### config.mk
export PLATFORM = sky130hd
export DESIGN_NAME = sbd_fabric
export DESIGN_NICKNAME = d
export VERILOG_FILES = /design/src/include/sbd_pkg.sv /design/src/include/sbd_ahb_if.sv /design/src/sbd_arb.sv /design/src/sbd_fabric.sv
export SDC_FILE = /design/constraint.sdc
export NUM_CORES = 1
export LEC_CHECK = 0
export ABC_AREA = 1
export BUFFER_PORTS_ARGS = -buffer_cell sky130_fd_sc_hd__buf_2
export CAP_MARGIN = 20
export CORE_AREA = 2 2 174 176
export DETAILED_ROUTE_END_ITERATION = 10
export DIE_AREA = 0 0 176 178
export GPL_TIMING_DRIVEN = 0
export PLACE_DENSITY = 0.54
export RECOVER_POWER = 25
export SETUP_SLACK_MARGIN = 0.05
export SLEW_MARGIN = 20
export SYNTH_ARGS = -nofsm -noshare
export SYNTH_HDL_FRONTEND = slang
export SYNTH_HIERARCHICAL = 1
export SYNTH_SLANG_ARGS = --single-unit
### constraint.sdc
create_clock -name I_CLK -period 4 [get_ports I_CLK]
set_input_delay 0.2 -clock I_CLK [delete_from_list [all_inputs] [get_ports I_CLK]]
set_output_delay 0.2 -clock I_CLK [all_outputs]
set_load 0.01 [all_outputs]
### src/include/sbd_pkg.sv
// Purpose: Shared constants, types and decode functions of the system bus fabric.
// Assumes: 32-bit single-master bus, byte addressed slaves behind four ports.
// Notes:   Slot maps hold one bit per slot; a set bit marks a populated slot.
package sbd_pkg;

    localparam int AW = 32;
    localparam int DW = 32;

    localparam logic [31:0] FLASH_LAST = 32'h0000_ffff;
    localparam logic [31:0] SRAM_BASE  = 32'h2000_0000;
    localparam logic [31:0] SRAM_LAST  = 32'h2000_1fff;
    localparam logic [31:0] APB_BASE   = 32'h4000_0000;
    localparam logic [31:0] APB_LAST   = 32'h4007_ffff;
    localparam logic [31:0] HSP_BASE   = 32'h4008_0000;
    localparam logic [31:0] HSP_LAST   = 32'h400f_ffff;

    localparam int PAGE_LSB     = 10;
    localparam int PAGE_W       = 6;
    localparam int HSP_SLOT_LSB = 13;
    localparam int HSP_SLOT_W   = 6;
    localparam int APB_SLOT_LSB = 12;
    localparam int APB_SLOT_W   = 7;
    localparam int HSP_CLK_W    = 8;

    localparam logic [63:0]  HSP_SLOT_MAP = 64'h0000_0020_0700_0031;
    localparam logic [127:0] APB_SLOT_MAP = 128'h00c2_4500_0000_0312_0002_1014_0001_0013;

    localparam logic [2:0] HSIZE_BYTE = 3'h0;
    localparam logic [2:0] HSIZE_HALF = 3'h1;
    localparam logic [2:0] HSIZE_WORD = 3'h2;
    localparam logic [1:0] HTRANS_IDLE   = 2'h0;
    localparam logic [1:0] HTRANS_NONSEQ = 2'h2;

    typedef enum logic [6:0] {
        RG_NONE  = 7'h01,
        RG_FLASH = 7'h02,
        RG_SRAM  = 7'h04,
        RG_HSP   = 7'h08,
        RG_APB   = 7'h10,
        RG_ERR   = 7'h20,
        RG_ERR2  = 7'h40
    } sbd_region_t;

    typedef enum logic [2:0] {
        ARB_FREE = 3'h1,
        ARB_WAIT = 3'h2,
        ARB_DATA = 3'h4
    } sbd_arb_t;

    // Maps an address phase onto the slave it selects, or onto an error.
    function automatic sbd_region_t decode(input logic [31:0] a, input logic w,
                                           input logic [2:0] sz, input logic [1:0] tr);
        sbd_region_t r;
        r = RG_NONE;
        if (tr[1]) begin
            if (a <= FLASH_LAST) begin
                r = w ? RG_ERR : RG_FLASH;
            end else if (a >= SRAM_BASE && a <= SRAM_LAST) begin
                r = RG_SRAM;
            end else if (a >= APB_BASE && a <= APB_LAST) begin
                r = APB_SLOT_MAP[a[APB_SLOT_LSB +: APB_SLOT_W]] ? RG_APB : RG_ERR;
            end else if (a >= HSP_BASE && a <= HSP_LAST) begin
                r = (HSP_SLOT_MAP[a[HSP_SLOT_LSB +: HSP_SLOT_W]] && sz == HSIZE_WORD) ? RG_HSP : RG_ERR;
            end else begin
                r = RG_ERR;
            end
        end
        return r;
    endfunction : decode

    // Copies the active byte or half-word onto every lane of the word.
    function automatic logic [31:0] rep_lanes(input logic [2:0] sz, input logic [1:0] ln,
                                              input logic [31:0] d);
        logic [31:0] r;
        r = d;
        if (sz == HSIZE_BYTE) begin
            r = {4{d[{ln, 3'h0} +: 8]}};
        end else if (sz == HSIZE_HALF) begin
            r = {2{d[{ln[1], 4'h0} +: 16]}};
        end
        return r;
    endfunction : rep_lanes

endpackage : sbd_pkg

### src/include/sbd_ahb_if.sv
// Purpose: Granted master bus between the arbiter and the decoder.
// Assumes: One clock; signals follow the AHB-Lite master naming.
// Notes:   The arbiter drives the request side, the decoder the answer side.
`timescale 1ns/1ps
interface sbd_ahb_if;
    logic [31:0] haddr;
    logic [1:0]  htrans;
    logic        hwrite;
    logic [2:0]  hsize;
    logic [31:0] hwdata;
    logic        hready;
    logic        hresp;
    logic [31:0] hrdata;

    modport arb (output haddr, htrans, hwrite, hsize, hwdata, input hready, hresp, hrdata);
    modport fab (input haddr, htrans, hwrite, hsize, hwdata, output hready, hresp, hrdata);
endinterface : sbd_ahb_if

### src/sbd_arb.sv
// Purpose: Merges processor and debug requests onto one master port.
// Assumes: Both masters hold their address phase while their ready is low.
// Notes:   A colliding debug request is parked and issued once the processor idles.
`timescale 1ns/1ps
module sbd_arb
    import sbd_pkg::*;
(
    input  wire logic              i_clk,
    input  wire logic              i_reset_n,
    input  wire logic [31:0]       i_proc_haddr,
    input  wire logic [1:0]        i_proc_htrans,
    input  wire logic              i_proc_hwrite,
    input  wire logic [2:0]        i_proc_hsize,
    input  wire logic [31:0]       i_proc_hwdata,
    output logic                   o_proc_hready,
    output logic                   o_proc_hresp,
    input  wire logic [31:0]       i_dbg_haddr,
    input  wire logic [1:0]        i_dbg_htrans,
    input  wire logic              i_dbg_hwrite,
    input  wire logic [2:0]        i_dbg_hsize,
    input  wire logic [31:0]       i_dbg_hwdata,
    output logic                   o_dbg_hready,
    output logic                   o_dbg_hresp,
    sbd_ahb_if.arb                 bus
);
    sbd_arb_t    state_ff, nxt_state;
    logic        dp_dbg_ff, nxt_dp_dbg;
    logic [31:0] pend_addr_ff, nxt_pend_addr;
    logic        pend_wr_ff, nxt_pend_wr;
    logic [2:0]  pend_size_ff, nxt_pend_size;
    logic        proc_req;
    logic        dbg_req;
    logic        sel_dbg;

    assign proc_req = i_proc_htrans[1];
    assign dbg_req  = i_dbg_htrans[1] && state_ff != ARB_WAIT;

    always_comb begin
        nxt_state     = state_ff;
        nxt_dp_dbg    = dp_dbg_ff;
        nxt_pend_addr = pend_addr_ff;
        nxt_pend_wr   = pend_wr_ff;
        nxt_pend_size = pend_size_ff;
        sel_dbg       = 1'b0;
        bus.haddr     = i_proc_haddr;
        bus.htrans    = i_proc_htrans;
        bus.hwrite    = i_proc_hwrite;
        bus.hsize     = i_proc_hsize;
        if (!proc_req && state_ff == ARB_WAIT) begin
            sel_dbg    = 1'b1;
            bus.haddr  = pend_addr_ff;
            bus.htrans = HTRANS_NONSEQ;
            bus.hwrite = pend_wr_ff;
            bus.hsize  = pend_size_ff;
        end else if (!proc_req && dbg_req) begin
            sel_dbg    = 1'b1;
            bus.haddr  = i_dbg_haddr;
            bus.htrans = i_dbg_htrans;
            bus.hwrite = i_dbg_hwrite;
            bus.hsize  = i_dbg_hsize;
        end
        if (bus.hready) begin
            nxt_dp_dbg = sel_dbg;
            unique case (state_ff)
                ARB_FREE, ARB_DATA: begin
                    if (proc_req && dbg_req) begin
                        nxt_state     = ARB_WAIT;
                        nxt_pend_addr = i_dbg_haddr;
                        nxt_pend_wr   = i_dbg_hwrite;
                        nxt_pend_size = i_dbg_hsize;
                    end else begin
                        nxt_state = ARB_FREE;
                    end
                end
                ARB_WAIT: begin
                    if (!proc_req) begin
                        nxt_state = ARB_DATA;
                    end
                end
            endcase
        end
    end

    always_ff @(posedge i_clk or negedge i_reset_n) begin
        if (!i_reset_n) begin
            state_ff     <= ARB_FREE;
            dp_dbg_ff    <= 1'b0;
            pend_addr_ff <= 32'h0000_0000;
            pend_wr_ff   <= 1'b0;
            pend_size_ff <= 3'h0;
        end else begin
            state_ff     <= nxt_state;
            dp_dbg_ff    <= nxt_dp_dbg;
            pend_addr_ff <= nxt_pend_addr;
            pend_wr_ff   <= nxt_pend_wr;
            pend_size_ff <= nxt_pend_size;
        end
    end

    assign bus.hwdata    = dp_dbg_ff ? i_dbg_hwdata : i_proc_hwdata;
    assign o_proc_hready = bus.hready;
    assign o_proc_hresp  = bus.hresp && !dp_dbg_ff;
    assign o_dbg_hready  = bus.hready && state_ff != ARB_WAIT;
    assign o_dbg_hresp   = bus.hresp && dp_dbg_ff;
endmodule : sbd_arb

### src/sbd_fabric.sv
// Purpose: Single-master bus fabric decoding to flash, SRAM, fast peripherals and bridge.
// Assumes: Slaves answer with AHB-Lite ready and response; masters hold requests when stalled.
// Notes:   Faults are answered inside the fabric with a two-cycle error response.
// Functional notes
// - Processor request beats debug request; debug waits until processor is served; the arbiter issues it only once the processor idles.
// - One master port and four slave ports: SRAM, flash, fast peripherals, bridge.
// - Master side is AHB-Lite with 32-bit address and data.
// - Flash sits from address zero, 64 KB, readable by byte, half-word, word.
// - Writes into flash never reach flash and return a bus fault.
// - Flash is 64 pages of 1 KB, each erasable alone.
// - SRAM sits at 0x2000_0000, 8 KB, any access size.
// - Range 0x4008_0000 to 0x400F_FFFF goes to fast peripherals.
// - Fast peripheral clocks run from reset without software help.
// - Range 0x4000_0000 to 0x4007_FFFF goes through the bridge.
// - Bridge peripheral clocks start off; software enables them before use.
// - Bridge copies byte or half-word write data across all four lanes.
// - Flash control, clock-reset and checksum units occupy fixed 8 KB slots.
// - I/O ports from 0x400B_0000 in 8 KB slots; divider at 0x400C_A000.
// - Each bridge peripheral has a 4 KB slot; unlisted slots are reserved.
`timescale 1ns/1ps
module sbd_fabric
    import sbd_pkg::*;
(
    input  wire logic                                   I_CLK,
    input  wire logic                                   I_RESET_N,
    input  wire logic [sbd_pkg::AW-1:0]                 I_PROC_HADDR,
    input  wire logic [1:0]                             I_PROC_HTRANS,
    input  wire logic                                   I_PROC_HWRITE,
    input  wire logic [2:0]                             I_PROC_HSIZE,
    input  wire logic [sbd_pkg::DW-1:0]                 I_PROC_HWDATA,
    output logic                                        O_PROC_HREADY,
    output logic                                        O_PROC_HRESP,
    input  wire logic [sbd_pkg::AW-1:0]                 I_DBG_HADDR,
    input  wire logic [1:0]                             I_DBG_HTRANS,
    input  wire logic                                   I_DBG_HWRITE,
    input  wire logic [2:0]                             I_DBG_HSIZE,
    input  wire logic [sbd_pkg::DW-1:0]                 I_DBG_HWDATA,
    output logic                                        O_DBG_HREADY,
    output logic                                        O_DBG_HRESP,
    output logic [sbd_pkg::DW-1:0]                      O_HRDATA,
    output logic [sbd_pkg::AW-1:0]                      O_HADDR,
    output logic [1:0]                                  O_HTRANS,
    output logic                                        O_HWRITE,
    output logic [2:0]                                  O_HSIZE,
    output logic [sbd_pkg::DW-1:0]                      O_HWDATA,
    output logic [sbd_pkg::DW-1:0]                      O_APB_HWDATA,
    output logic                                        O_HREADY,
    output logic                                        O_FLASH_SEL,
    output logic                                        O_SRAM_SEL,
    output logic                                        O_HSP_SEL,
    output logic                                        O_APB_SEL,
    output logic [sbd_pkg::PAGE_W-1:0]                  O_FLASH_PAGE,
    output logic [sbd_pkg::HSP_SLOT_W-1:0]              O_HSP_SLOT,
    output logic [sbd_pkg::APB_SLOT_W-1:0]              O_APB_SLOT,
    output logic [sbd_pkg::HSP_CLK_W-1:0]               O_HSP_CLK_EN,
    input  wire logic                                   I_FLASH_HREADYOUT,
    input  wire logic                                   I_FLASH_HRESP,
    input  wire logic [sbd_pkg::DW-1:0]                 I_FLASH_HRDATA,
    input  wire logic                                   I_SRAM_HREADYOUT,
    input  wire logic                                   I_SRAM_HRESP,
    input  wire logic [sbd_pkg::DW-1:0]                 I_SRAM_HRDATA,
    input  wire logic                                   I_HSP_HREADYOUT,
    input  wire logic                                   I_HSP_HRESP,
    input  wire logic [sbd_pkg::DW-1:0]                 I_HSP_HRDATA,
    input  wire logic                                   I_APB_HREADYOUT,
    input  wire logic                                   I_APB_HRESP,
    input  wire logic [sbd_pkg::DW-1:0]                 I_APB_HRDATA
);
    sbd_ahb_if bus ();

    sbd_region_t                  rg;
    sbd_region_t                  dp_ff, nxt_dp;
    logic [2:0]                   dsize_ff, nxt_dsize;
    logic [1:0]                   dlane_ff, nxt_dlane;
    logic [HSP_CLK_W-1:0]         hsp_clk_ff, nxt_hsp_clk;
    logic                         acc;

    sbd_arb u_arb (
        .i_clk         (I_CLK),
        .i_reset_n     (I_RESET_N),
        .i_proc_haddr  (I_PROC_HADDR),
        .i_proc_htrans (I_PROC_HTRANS),
        .i_proc_hwrite (I_PROC_HWRITE),
        .i_proc_hsize  (I_PROC_HSIZE),
        .i_proc_hwdata (I_PROC_HWDATA),
        .o_proc_hready (O_PROC_HREADY),
        .o_proc_hresp  (O_PROC_HRESP),
        .i_dbg_haddr   (I_DBG_HADDR),
        .i_dbg_htrans  (I_DBG_HTRANS),
        .i_dbg_hwrite  (I_DBG_HWRITE),
        .i_dbg_hsize   (I_DBG_HSIZE),
        .i_dbg_hwdata  (I_DBG_HWDATA),
        .o_dbg_hready  (O_DBG_HREADY),
        .o_dbg_hresp   (O_DBG_HRESP),
        .bus           (bus)
    );

    assign acc = bus.htrans[1] && bus.hready;
    assign rg  = decode(bus.haddr, bus.hwrite, bus.hsize, bus.htrans);

    assign O_FLASH_SEL  = rg == RG_FLASH;
    assign O_SRAM_SEL   = rg == RG_SRAM;
    assign O_HSP_SEL    = rg == RG_HSP;
    assign O_APB_SEL    = rg == RG_APB;
    assign O_FLASH_PAGE = bus.haddr[PAGE_LSB +: PAGE_W];
    assign O_HSP_SLOT   = bus.haddr[HSP_SLOT_LSB +: HSP_SLOT_W];
    assign O_APB_SLOT   = bus.haddr[APB_SLOT_LSB +: APB_SLOT_W];

    assign O_HADDR  = bus.haddr;
    assign O_HTRANS = bus.htrans;
    assign O_HWRITE = bus.hwrite;
    assign O_HSIZE  = bus.hsize;
    assign O_HWDATA = bus.hwdata;
    assign O_HREADY = bus.hready;
    assign O_APB_HWDATA = rep_lanes(dsize_ff, dlane_ff, bus.hwdata);
    assign O_HRDATA     = bus.hrdata;

    always_comb begin
        nxt_dp      = dp_ff;
        nxt_dsize   = dsize_ff;
        nxt_dlane   = dlane_ff;
        nxt_hsp_clk = hsp_clk_ff;
        if (dp_ff == RG_ERR) begin
            nxt_dp = RG_ERR2;
        end else if (bus.hready) begin
            nxt_dp    = rg;
            nxt_dsize = bus.hsize;
            nxt_dlane = bus.haddr[1:0];
        end
    end

    always_ff @(posedge I_CLK or negedge I_RESET_N) begin
        if (!I_RESET_N) begin
            dp_ff      <= RG_NONE;
            dsize_ff   <= HSIZE_WORD;
            dlane_ff   <= 2'h0;
            hsp_clk_ff <= {HSP_CLK_W{1'b1}};
        end else begin
            dp_ff      <= nxt_dp;
            dsize_ff   <= nxt_dsize;
            dlane_ff   <= nxt_dlane;
            hsp_clk_ff <= nxt_hsp_clk;
        end
    end

    assign O_HSP_CLK_EN = hsp_clk_ff;

    // Data phase answer steered from the slave that owns it.
    always_comb begin
        bus.hready = 1'b1;
        bus.hresp  = 1'b0;
        bus.hrdata = 32'h0000_0000;
        unique case (dp_ff)
            RG_NONE: begin
                bus.hready = 1'b1;
            end
            RG_FLASH: begin
                bus.hready = I_FLASH_HREADYOUT;
                bus.hresp  = I_FLASH_HRESP;
                bus.hrdata = I_FLASH_HRDATA;
            end
            RG_SRAM: begin
                bus.hready = I_SRAM_HREADYOUT;
                bus.hresp  = I_SRAM_HRESP;
                bus.hrdata = I_SRAM_HRDATA;
            end
            RG_HSP: begin
                bus.hready = I_HSP_HREADYOUT;
                bus.hresp  = I_HSP_HRESP;
                bus.hrdata = I_HSP_HRDATA;
            end
            RG_APB: begin
                bus.hready = I_APB_HREADYOUT;
                bus.hresp  = I_APB_HRESP;
                bus.hrdata = I_APB_HRDATA;
            end
            RG_ERR: begin
                bus.hready = 1'b0;
                bus.hresp  = 1'b1;
            end
            RG_ERR2: begin
                bus.hready = 1'b1;
                bus.hresp  = 1'b1;
            end
            default: begin
                bus.hready = 1'b1;
            end
        endcase
    end
endmodule : sbd_fabric

==> impl_metrics.json, run 1 <==
{
  "status": "complete, no violations",
  "postSynthCellCount": 1118,
  "grt_overflow_total": 0,
  "floorplan.die.height_um": 178,
  "worst_setup_path_start_kind": "flop",
  "finalNonFillerCells": 1973,
  "cp_data_arrival_time_ns": 3.32,
  "layout-drive-gt1-share_pct": 33.2,
  "slew-limit-headroom_pct": 33.6,
  "layout.cell_area.non_filler_um2": 9100,
  "critPathCapture": "O_APB_SEL",
  "dr.pass1.iters": 7,
  "startpoint_of_the_worst_register_to_register_path": "dp_ff[4]$_DFFE_PN0P_",
  "postRouteWirelength_um": 33900,
  "maxCapViolations": 0,
  "setup_total_negative_slack_ns": 0,
  "timing.reg2reg.setup_slack_ns": 0.76,
  "grt_pass1_vias": 8409,
  "critical_path.reg2reg.endpoint": "u_arb/pend_addr_ff[16]$_DFFE_PN0P_",
  "top_level_ports": 448,
  "ctsResizeCount": 0,
  "pre_cts_ws_ns": 0.980,
  "critPathRequiredTime_ns": 3.80,
  "layout_worst_path_cycle_share_pct": 88.1,
  "r2r.worst_path.cells": 13,
  "synth.largest_area_cell": "nand2_1",
  "final_core_utilization_pct": 31.0,
  "mappedNetlistArea_um2": 6220,
  "timing.final.hold_violations": 0,
  "timing.setup.critical_path_class": "flop to output pin",
  "dpl-instance-area_um2": 8940,
  "placed_cells": 1954,
  "area_growth_syn_to_layout_pct": 46.3,
  "grt_max_degree": 53,
  "detailed_place_hpwl_um": 27900,
  "postLayoutSetupSlackWorst_ns": 0.477,
  "finalNetCount": 1850,
  "vias": 9025,
  "grt_pass1_wl_um": 48900,
  "number_of_antenna_violations_at_the_first_check_in_global_routing": 16,
  "unrepaired_setup_endpoints_after_global_routing": "no",
  "clock.fmax_mhz": 284,
  "register_area_um2": 1310,
  "synth.distinct_cells": 35,
  "drt-wirelength-per-cell_um": 17.2,
  "setup_violations": 0,
  "synth_top_cells_by_area": "nand2_1 29%, dfrtp_1 20%, inv_1 9.4%",
  "mostFrequentLayoutCell": "nand2_1",
  "post_layout_minimum_cycle_time_ns": 3.52,
  "skew_ns": 0.00880,
  "synthesis.area_per_instance_um2": 5.57,
  "clk_pin_slew_ns": 0.07,
  "hp-class": "primary input to flop",
  "cts.sink_count": 52,
  "tritoncts": "done",
  "synth.top_cell.area_share_pct": 28.6,
  "antenna_violating_nets_post_route": 0,
  "htreeDepth": 2,
  "core.rowCount": 63,
  "remaining_drc_errors": 0,
  "cts_inserted_buffers": 5,
  "yosys_register_bits": 52,
  "die_area_um2": 31300,
  "floorplan.initialDensity_pct": 21.2,
  "critical_path_startpoint": "u_arb/state_ff[0]$_DFFE_PN1P_",
  "filler_cell_count": 3359,
  "vdd_ir_drop_max_uv": 224,
  "detail_route.vias_per_cell": 4.57,
  "multi_input_comb_area_um2": 3820,
  "root_buffer": "clkbuf_16",
  "die_x_um": 176,
  "final-max-slew-violation-count": 0,
  "p_per_area_nw_per_um2": 578,
  "clock_network_latency_to_the_later_pin_of_the_worst_skew_pair_ns": 0.31,
  "critical_path.endpoint_type": "output pin",
  "leakage_nw": 5.41,
  "ys_seq_area_share_pct": 21.0,
  "grt_use_total_pct": 20.4,
  "globalplace.congestion": 0.905,
  "synth_warnings": 6,
  "worstMarginPinSlew_ns": 0.988,
  "place.port_buffers": 439,
  "timing.critical_path.fanout_max": 10,
  "fp.coreArea_um2": 29400,
  "most-common-layout-cells": "475 x nand2_1, 451 x buf_2, 158 x inv_1",
  "initialDrtViolationCount": 480,
  "cts.path.max_buffers": 2
}
cells in the mapped netlist (all sizes together):
cell / instances
nand4: 23
nand3b: 1
a221oi: 1
buf: 58
dfrtp: 49
nor2: 35
o21bai: 44
and2: 1
nand3: 117
or2: 2
a21oi: 3
conb: 1
nand2: 477
dfstp: 3
nor4: 1
inv: 163
o2111ai: 32
clkinv: 1
nor3: 8
clkbuf: 30
o21ai: 68
routing by layer:
layer | vias to the layer above | wire length, µm | track usage (%)
li1 | 4429 | - | -
met1 | 4096 | 13300 | 23.9
met2 | 425 | 16600 | 36.4
met3 | 63 | 2860 | 4.84
met4 | 12 | 969 | 6.75
met5 | - | 74 | 0
where the power goes:
part	internal, mW	total [mW]	leakage (nW)	switching (mW)
Clock	0.251	0.472	0.0773	0.220
Sequential	0.775	0.928	0.641	0.153
Combinational	1.31	3.87	4.69	2.56
Total	2.33	5.27	5.41	2.93
flip-flops by register name, summed over array words and instances (netlist names):
signal and cells:
u_arb/pend_size_ff 3, u_arb/state_ff 3, dp_ff 7, dlane_ff 2, dsize_ff 3, u_arb/pend_wr_ff 1, u_arb/pend_addr_ff 32, u_arb/dp_dbg_ff 1
area by class of cell:
type	count	share of cell area, %
multi-input cells	821	42.0
repair buffers	440	24.2
flip-flops and latches	52	14.3
inverters	164	6.76
plain buffers	88	5.43
well taps	390	5.36
clock buffers	6	1.53
diodes	10	0.275
clock inverters	2	0.151
worst min path at each step:
stage,startpoint,endpoint,slack (ns),cells past startpoint
CTS,I_DBG_HADDR[6],u_arb/pend_addr_ff[6]$_DFFE_PN0P_,0.13,3
global placement,I_DBG_HADDR[3],u_arb/pend_addr_ff[3]$_DFFE_PN0P_,0.45,3
global route,I_DBG_HADDR[27],u_arb/pend_addr_ff[27]$_DFFE_PN0P_,0.15,3
finish,I_DBG_HADDR[6],u_arb/pend_addr_ff[6]$_DFFE_PN0P_,0.14,3
detailed placement,I_RESET_N,u_arb/pend_addr_ff[6]$_DFFE_PN0P_,0.32,1
floorplan,I_RESET_N,dlane_ff[0]$_DFFE_PN0P_,-0.1,0
repair_timing:
| action | CTS | global route |
|---|---|---|
| setup buffers | 0 | 0 |
| endpoints found under the hold margin | 41 | 0 |
| hold buffers | 1 | 0 |
worst max-delay path: stages (launching register included):
cell	delay, ns
dfstp_2	0.55
nor2_2	0.06
nand2_4	0.10
nand3_2	0.10
inv_1	0.37
buf_2	0.33
nand2_1	0.08
nand3_1	0.38
inv_1	0.22
nand2_1	0.10
nand3_1	0.08
nand2_1	0.07
nand2_1	0.06
nand3_1	0.11
nand4_1	0.14
nor2_1	0.11
buf_2	0.15
logic make-up (layout without fill, tap and decap cells):
logic type	count (synthesis)	count (layout)	synth area share, %
buffers and inverters	252	700	18.0
DFF	52	52	21.0
and+or+nand+nor	665	665	45.4
other	1	18	0.0603
AOI/OAI and AO/OA	148	148	15.7
metrics by stage:
stage	hold slack [ns]	total power, mW
global placement	0.445	4.77
finish	0.138	5.27
global route	0.148	5.70
CTS	0.129	5.30
detailed placement	0.319	4.80
floorplan	-0.0956	3.21
(Power assumes the default switching activity.)
==> inputs of run 2 (changes only) <==
--- a/config.mk
+++ b/config.mk
@@ -5,14 +5,13 @@
 export SDC_FILE = /design/constraint.sdc
 export NUM_CORES = 1
 export LEC_CHECK = 0
-export ABC_AREA = 1
 export BUFFER_PORTS_ARGS = -buffer_cell sky130_fd_sc_hd__buf_2
 export CAP_MARGIN = 20
-export CORE_AREA = 2 2 174 176
+export CORE_AREA = 2 2 175 177
 export DETAILED_ROUTE_END_ITERATION = 10
-export DIE_AREA = 0 0 176 178
+export DIE_AREA = 0 0 177 179
 export GPL_TIMING_DRIVEN = 0
-export PLACE_DENSITY = 0.54
+export PLACE_DENSITY = 0.52
 export RECOVER_POWER = 25
 export SETUP_SLACK_MARGIN = 0.05
 export SLEW_MARGIN = 20
==> run 2 against run 1 <==
The flow now finishes with violations (max-capacitance violations, max-slew violations). Count of clock-buffer cells in the layout shrank 1. Largest power group unchanged. Non-clock buffer count grew 1. Sequential cell count unchanged. Sequential power decreased by 0.4%. Power is 16% lower. Critical path type unchanged. Highest routed layer unchanged. Register-to-register slack lost 0.39 ns. Largest cell class unchanged. Critical path depth is 6 lower.
==> impl_metrics.json, run 2 <==
{
  "top_level_ports": 448,
  "unrepaired_setup_endpoints_after_global_routing": "no",
  "fp.coreArea_um2": 30000,
  "critPathRequiredTime_ns": 3.80,
  "hp-class": "primary input to flop",
  "grt_pass1_vias": 6866,
  "synth.top_cell.area_share_pct": 21.8,
  "area_growth_syn_to_layout_pct": 53.4,
  "min_delay_path_depth": 2,
  "share_comb_of_total_power_pct": 68.3,
  "status": "finished, violations left",
  "tritoncts": "done",
  "slowest_stage": "nor4_1",
  "mappedNetlistArea_um2": 5630,
  "number_of_antenna_violations_at_the_first_check_in_global_routing": 6,
  "postRouteWirelength_um": 30000,
  "initialDrtViolationCount": 475,
  "clock_network_latency_to_the_later_pin_of_the_worst_skew_pair_ns": 0.31,
  "critical_path_startpoint": "u_arb/state_ff[2]$_DFFE_PN0P_",
  "filler_cell_count": 3316,
  "leakage_nw": 4.30,
  "critical_path.endpoint_type": "output pin",
  "timing.reg2reg.setup_slack_ns": 0.37,
  "die_area_um2": 31700,
  "skew_ns": 0.0146,
  "antenna_violating_nets_post_route": 0,
  "vias": 7336,
  "layout-drive-gt1-share_pct": 51.4,
  "timing.setup.critical_path_class": "flop to output pin",
  "setup_violations": 0,
  "top_register": "u_arb/pend_addr_ff",
  "critical_path.reg2reg.endpoint": "u_arb/pend_addr_ff[18]$_DFFE_PN0P_",
  "htreeDepth": 2,
  "reg.largest.list": "u_arb/pend_addr_ff x32, dp_ff x7",
  "primary_flip_flop_cell_chosen_by_synthesis_mapping": "dfrtp_1",
  "cts_inserted_buffers": 5,
  "final_core_utilization_pct": 28.7,
  "failed_checks": "max-capacitance violations, max-slew violations",
  "startpoint_of_the_worst_register_to_register_path": "dp_ff[4]$_DFFE_PN0P_",
  "finalNetCount": 1421,
  "detail_route.vias_per_cell": 4.75,
  "clk_pin_slew_ns": 0.08,
  "crit_chain": "or3b_2, buf_2, buf_2, nor3_1, a211oi_1, nor4_1, nand3_1, nor4b_1, and3_1, buf_2",
  "drt-wirelength-per-cell_um": 19.4,
  "cts.sink_count": 52,
  "floorplan.initialDensity_pct": 18.7,
  "vdd_ir_drop_max_uv": 224,
  "netSwitchingPower_mw": 2.07,
  "timing.critical_path.mode_cell": "buf_2",
  "synth_top_cells_by_area": "dfrtp_1 22%, mux2_2 14%, nor3_1 7.3%",
  "post_synthesis_async_set_or_reset_flop_share_pct": 100,
  "postSynthCellCount": 689,
  "layout_worst_path_cycle_share_pct": 93.9,
  "placed_cells": 1531,
  "die_x_um": 177,
  "critical-path-max-stage-delay_ns": 0.49,
  "synth.largest_area_cell": "dfrtp_1",
  "remaining_drc_errors": 0,
  "floorplan.die.height_um": 179,
  "synth.distinct_cells": 62,
  "cts.path.max_buffers": 2,
  "ys_seq_area_share_pct": 23.2,
  "hold_start": "I_DBG_HTRANS[1]",
  "synthesis.area_per_instance_um2": 8.17,
  "synth_top_cells_by_count": "82 x nor3_1, 68 x mux2_2, 67 x nand2_1",
  "clock_power_share_pct": 10.7,
  "timing.critical_path.fanout_max": 10,
  "r2r.worst_path.cells": 11,
  "grt_use_total_pct": 17.3,
  "timing.final.hold_violations": 0,
  "finalNonFillerCells": 1545,
  "worstMarginPinSlew_ns": 2.99,
  "globalplace.congestion": 0.858,
  "power_frac_seq_pct": 21.0,
  "post_layout_minimum_cycle_time_ns": 3.76,
  "yosys_register_bits": 52,
  "maxCapViolations": 1,
  "clock.fmax_mhz": 266,
  "final-max-slew-violation-count": 53,
  "dr.pass1.iters": 7,
  "synth_most_common_cell": "nor3_1",
  "mostFrequentLayoutCell": "buf_2",
  "core.rowCount": 64,
  "synth_edf_count": 0,
  "detailed_place_hpwl_um": 25000,
  "grt_overflow_total": 0,
  "holdWs_ns": 0.124,
  "synth_warnings": 6,
  "grt_pass1_wl_um": 41800,
  "slew-limit-headroom_pct": -99.1,
  "cellInternalPower_mw": 2.33,
  "root_buffer": "clkbuf_16",
  "cp_data_arrival_time_ns": 3.56,
  "worst_setup_path_start_kind": "flop",
  "most-common-layout-cells": "442 x buf_2, 81 x nor3_1, 67 x nand2_1",
  "flip_flop_count_of_the_largest_register_all_copies_and_words_added": 32,
  "place.port_buffers": 439,
  "holdPathEnd": "u_arb/state_ff[0]$_DFFE_PN1P_",
  "p_per_area_nw_per_um2": 510,
  "grt_max_degree": 53,
  "power_switching_share_pct": 47.0
}
## run 2: worst max-delay path by stage
stage                                      end  depth (start not counted)  slack, ns
after floorplan           dp_ff[3]$_DFFE_PN0P_                          9       0.48
after global placement               O_APB_SEL                         11      -0.26
after detailed placement             O_HSP_SEL                          9      -0.06
after CTS                            O_APB_SEL                         12       0.08
after global routing          O_APB_HWDATA[26]                          8       0.06
final                                O_APB_SEL                         10       0.24
## run 2: power groups by stage
stage / logic [mW] / clock network [mW] / registers [mW]
3_3_place_gp: 2.99 / 0 / 0.920
4_1_cts: 3.04 / 0.488 / 0.923
5_1_grt: 3.26 / 0.503 / 0.960
2_1_floorplan: 1.87 / 0 / 0.889
6_report: 3.00 / 0.473 / 0.924
3_5_place_dp: 3.01 / 0 / 0.930
## run 2: worst max-delay path, delay by kind of cell, from the launching register on
kind                   cells  cell delay (ns)
buffers and inverters      3             0.54
DFF                        1             0.46
AOI/OAI and AO/OA          1             0.11
and+or+nand+nor            6             2.15
## run 2: metal layers
metal	GRT usage (%)	part of all wire, %
met5	0	0.040
met4	5.06	1.7
met3	2.97	7.6
met2	30.7	49
met1	21.4	41
## run 2: cell families after synthesis
| logic type | Yosys count | share of synthesized area (%) |
|---|---|---|
| other cells | 1 | 0.0666 |
| flops | 52 | 23.2 |
| mux | 85 | 18.3 |
| compound gates | 189 | 25.1 |
| xor+xnor | 3 | 0.467 |
| simple gates | 225 | 21.2 |
| fa+ha+maj | 1 | 0.178 |
| buf+inv | 133 | 11.5 |
## run 2: final cells by class
cell class / instances / area, µm² / share of cell area [%]
antenna: 5 / 12.5 / 0.145
buffer: 89 / 492 / 5.70
clock buffer: 5 / 125 / 1.45
clock inverter: 3 / 28.8 / 0.333
inverter: 44 / 168 / 1.94
multi-input combinational: 511 / 3800 / 44.1
sequential: 52 / 1310 / 15.1
tap: 396 / 495 / 5.74
timing repair buffer: 440 / 2200 / 25.5
## run 2: metrics by stage
| stage | TNS, ns | worst slack, ns | instance area, µm² | power [mW] |
|---|---|---|---|---|
| CTS | 0 | 0.0790 | 8580 | 4.45 |
| global route | 0 | 0.0576 | 8630 | 4.72 |
| floorplan | 0 | 0.477 | 5650 | 2.76 |
| global placement | -0.288 | -0.255 | 8350 | 3.91 |
| finish | 0 | 0.242 | 8630 | 4.40 |
| detailed placement | -0.103 | -0.0597 | 8360 | 3.94 |
## run 2: what timing repair did
item / CTS / global route
hold buffers: 1 / 0
resized for setup: 12 / 14
setup endpoints to repair: 2 / 5
pin swaps: 1 / 2
setup buffers: 0 / 0
hold endpoints to repair: 49 / 0
==> inputs of run 3 (changes only) <==
--- a/config.mk
+++ b/config.mk
@@ -5,7 +5,7 @@
 export SDC_FILE = /design/constraint.sdc
 export NUM_CORES = 1
 export LEC_CHECK = 0
-export BUFFER_PORTS_ARGS = -buffer_cell sky130_fd_sc_hd__buf_2
+export BUFFER_PORTS_ARGS = -buffer_cell sky130_fd_sc_hd__buf_4
 export CAP_MARGIN = 20
 export CORE_AREA = 2 2 175 177
 export DETAILED_ROUTE_END_ITERATION = 10
@@ -19,3 +19,4 @@
 export SYNTH_HDL_FRONTEND = slang
 export SYNTH_HIERARCHICAL = 1
 export SYNTH_SLANG_ARGS = --single-unit
+export TNS_END_PERCENT = 100
==> run 3 against run 2 <==
The flow still finishes with violations (max-capacitance violations, max-slew violations). Sequential cell count stayed put. Register-to-register slack worse by 0.03 ns. Design area is 13% higher. Worst hold slack worse by 0.0032 ns. Routed wire length is 4.5% higher. Cell count is 0.26% lower. Critical path type unchanged.
==> impl_metrics.json, run 3 (synthesis results as in run 2) <==
{
  "status": "finished, violations left",
  "failed_checks": "max-capacitance violations, max-slew violations",
  "critPathCapture": "O_APB_SEL",
  "mostFrequentLayoutCell": "buf_4",
  "core.rowCount": 64,
  "postRouteWirelength_um": 31400,
  "die_area_um2": 31700,
  "critical_path.reg2reg.endpoint": "u_arb/pend_addr_ff[15]$_DFFE_PN0P_",
  "drt-wirelength-per-cell_um": 20.3,
  "vias": 7302,
  "clock_network_latency_to_the_later_pin_of_the_worst_skew_pair_ns": 0.29,
  "worstMarginPinSlew_ns": 3.02,
  "cts.sink_count": 52,
  "floorplan.initialDensity_pct": 18.7,
  "cts_post_setup_buffers_inserted": 0,
  "worst_setup_path_start_kind": "flop",
  "area_growth_syn_to_layout_pct": 73.4,
  "remaining_drc_errors": 0,
  "slew-limit-headroom_pct": -101,
  "reg.largest.list": "u_arb/pend_addr_ff x32, dp_ff x7",
  "layout-drive-gt1-share_pct": 51.5,
  "detailed_place_hpwl_um": 25700,
  "skew_ns": 0.00653,
  "grt_overflow_total": 0,
  "dr.pass1.iters": 6,
  "r2r.worst_path.cells": 11,
  "setup_violations": 0,
  "place.port_buffers": 439,
  "netSwitchingPower_mw": 2.09,
  "timing.critical_path.fanout_max": 11,
  "number_of_antenna_violations_at_the_first_check_in_global_routing": 4,
  "top_register": "u_arb/pend_addr_ff",
  "hp-class": "primary input to flop",
  "final-max-slew-violation-count": 53,
  "clock.fmax_mhz": 268,
  "power_switching_share_pct": 43.2,
  "cp_data_arrival_time_ns": 3.54,
  "filler_cell_count": 3251,
  "grt_max_degree": 53,
  "layout_worst_path_cycle_share_pct": 93.4,
  "critical_path_startpoint": "u_arb/state_ff[1]$_DFFE_PN0P_",
  "die_x_um": 177,
  "critPathRequiredTime_ns": 3.80,
  "most-common-layout-cells": "463 x buf_4, 80 x nor3_1, 67 x nand2_1",
  "top_level_ports": 448,
  "finalNetCount": 1420,
  "globalplace.congestion": 0.854,
  "power_frac_seq_pct": 19.2,
  "clock_power_share_pct": 11.5,
  "share_comb_of_total_power_pct": 69.3,
  "root_buffer": "clkbuf_16",
  "grt_pass1_vias": 7119,
  "p_per_area_nw_per_um2": 495,
  "post_layout_minimum_cycle_time_ns": 3.74,
  "antenna_violating_nets_post_route": 0,
  "htreeDepth": 2,
  "grt_use_total_pct": 18.4,
  "grt_pass1_wl_um": 44600,
  "maxCapViolations": 1,
  "unrepaired_setup_endpoints_after_global_routing": "no",
  "leakage_nw": 4.65,
  "timing.final.hold_violations": 0,
  "detail_route.vias_per_cell": 4.74,
  "vdd_ir_drop_max_uv": 215,
  "startpoint_of_the_worst_register_to_register_path": "dp_ff[4]$_DFFE_PN0P_",
  "clk_pin_slew_ns": 0.07,
  "finalPower_mw": 4.83,
  "critical_path.endpoint_type": "output pin",
  "tritoncts": "done",
  "floorplan.die.height_um": 179,
  "pre_cts_ws_ns": -0.162,
  "initialDrtViolationCount": 481,
  "fp.coreArea_um2": 30000,
  "timing.setup.critical_path_class": "flop to output pin",
  "cellInternalPower_mw": 2.75,
  "cts_inserted_buffers": 5,
  "cts.path.max_buffers": 2,
  "postLayoutSetupSlackWorst_ns": 0.265,
  "timing.reg2reg.setup_slack_ns": 0.34,
  "flip_flop_count_of_the_largest_register_all_copies_and_words_added": 32
}
run 3: cell count changes in the layout (fill, tap and decap cells not counted), moves of 2 or more:
cell       previous run  this run
buf_2               442         7
buf_4                28       463
bufinv_16             0         2
clkbuf_2              6         4
diode_2               5         3
inv_6                 2         0
run 3: worst min path at each step:
stage	from	to	slack, ns	depth (start not counted)
2_1_floorplan	I_RESET_N	dlane_ff[0]$_DFFE_PN0P_	-0.1	0
3_3_place_gp	I_RESET_N	u_arb/pend_addr_ff[6]$_DFFE_PN0P_	0.31	1
3_5_place_dp	I_RESET_N	u_arb/pend_addr_ff[7]$_DFFE_PN0P_	0.31	1
5_1_grt	I_DBG_HTRANS[1]	u_arb/state_ff[0]$_DFFE_PN1P_	0.14	2
4_1_cts	I_DBG_HTRANS[1]	u_arb/state_ff[0]$_DFFE_PN1P_	0.12	2
6_report	I_DBG_HTRANS[1]	u_arb/state_ff[0]$_DFFE_PN1P_	0.12	2
run 3: critical path, cell delays in order, from the launching register on:
cell	delay [ns]
dfrtp_1	0.44
nor3b_2	0.25
clkbuf_4	0.26
buf_2	0.26
nor3_1	0.09
a211oi_2	0.69
nor4bb_1	0.29
a21oi_1	0.07
o211a_1	0.28
o311ai_4	0.29
and3_1	0.21
buf_4	0.12
run 3: final cells by class:
type	count	area [µm²]	area share (%)
Sequential cell	52	1310	13.4
Antenna cell	3	7.51	0.0769
Multi-Input combinational cell	511	3820	39.2
Inverter	44	168	1.72
Clock inverter	2	60.1	0.615
Buffer	88	487	4.99
Clock buffer	5	125	1.28
Tap cell	396	495	5.08
Timing Repair Buffer	440	3290	33.7
run 3: per-layer routing:
layer	track usage (%)	routed length, µm	part of all wire, %
met1	22.7	12600	40
met5	0	13	0.041
met2	31.7	15400	49
met3	3.90	2620	8.4
met4	5.82	692	2.2
run 3: what timing repair did:
action | CTS | global route
endpoints found under the setup margin | 5 | 5
hold endpoints to repair | 40 | 0
hold buffers | 1 | 0
resized for setup | 11 | 14
cloned | 0 | 0
pin swaps | 0 | 0
run 3: metrics by stage:
stage	instances	hold slack (ns)	TNS, ns	instance area [µm²]	util [%]
floorplan	696	-0.0956	0	5650	-
global placement	1531	0.306	-0.318	9450	31.5
detailed placement	1531	0.307	-0.264	9470	31.5
CTS	1539	0.118	0	9710	32.4
global route	1541	0.136	0	9760	32.5
finish	1541	0.121	0	9760	32.5
run 3: power by group through the flow:
stage | logic (mW) | clock network [mW] | registers [mW]
floorplan | 1.87 | 0 | 0.889
global placement | 3.33 | 0 | 0.920
global route | 3.61 | 0.596 | 0.964
CTS | 3.38 | 0.576 | 0.923
finish | 3.35 | 0.557 | 0.926
detailed placement | 3.35 | 0 | 0.931
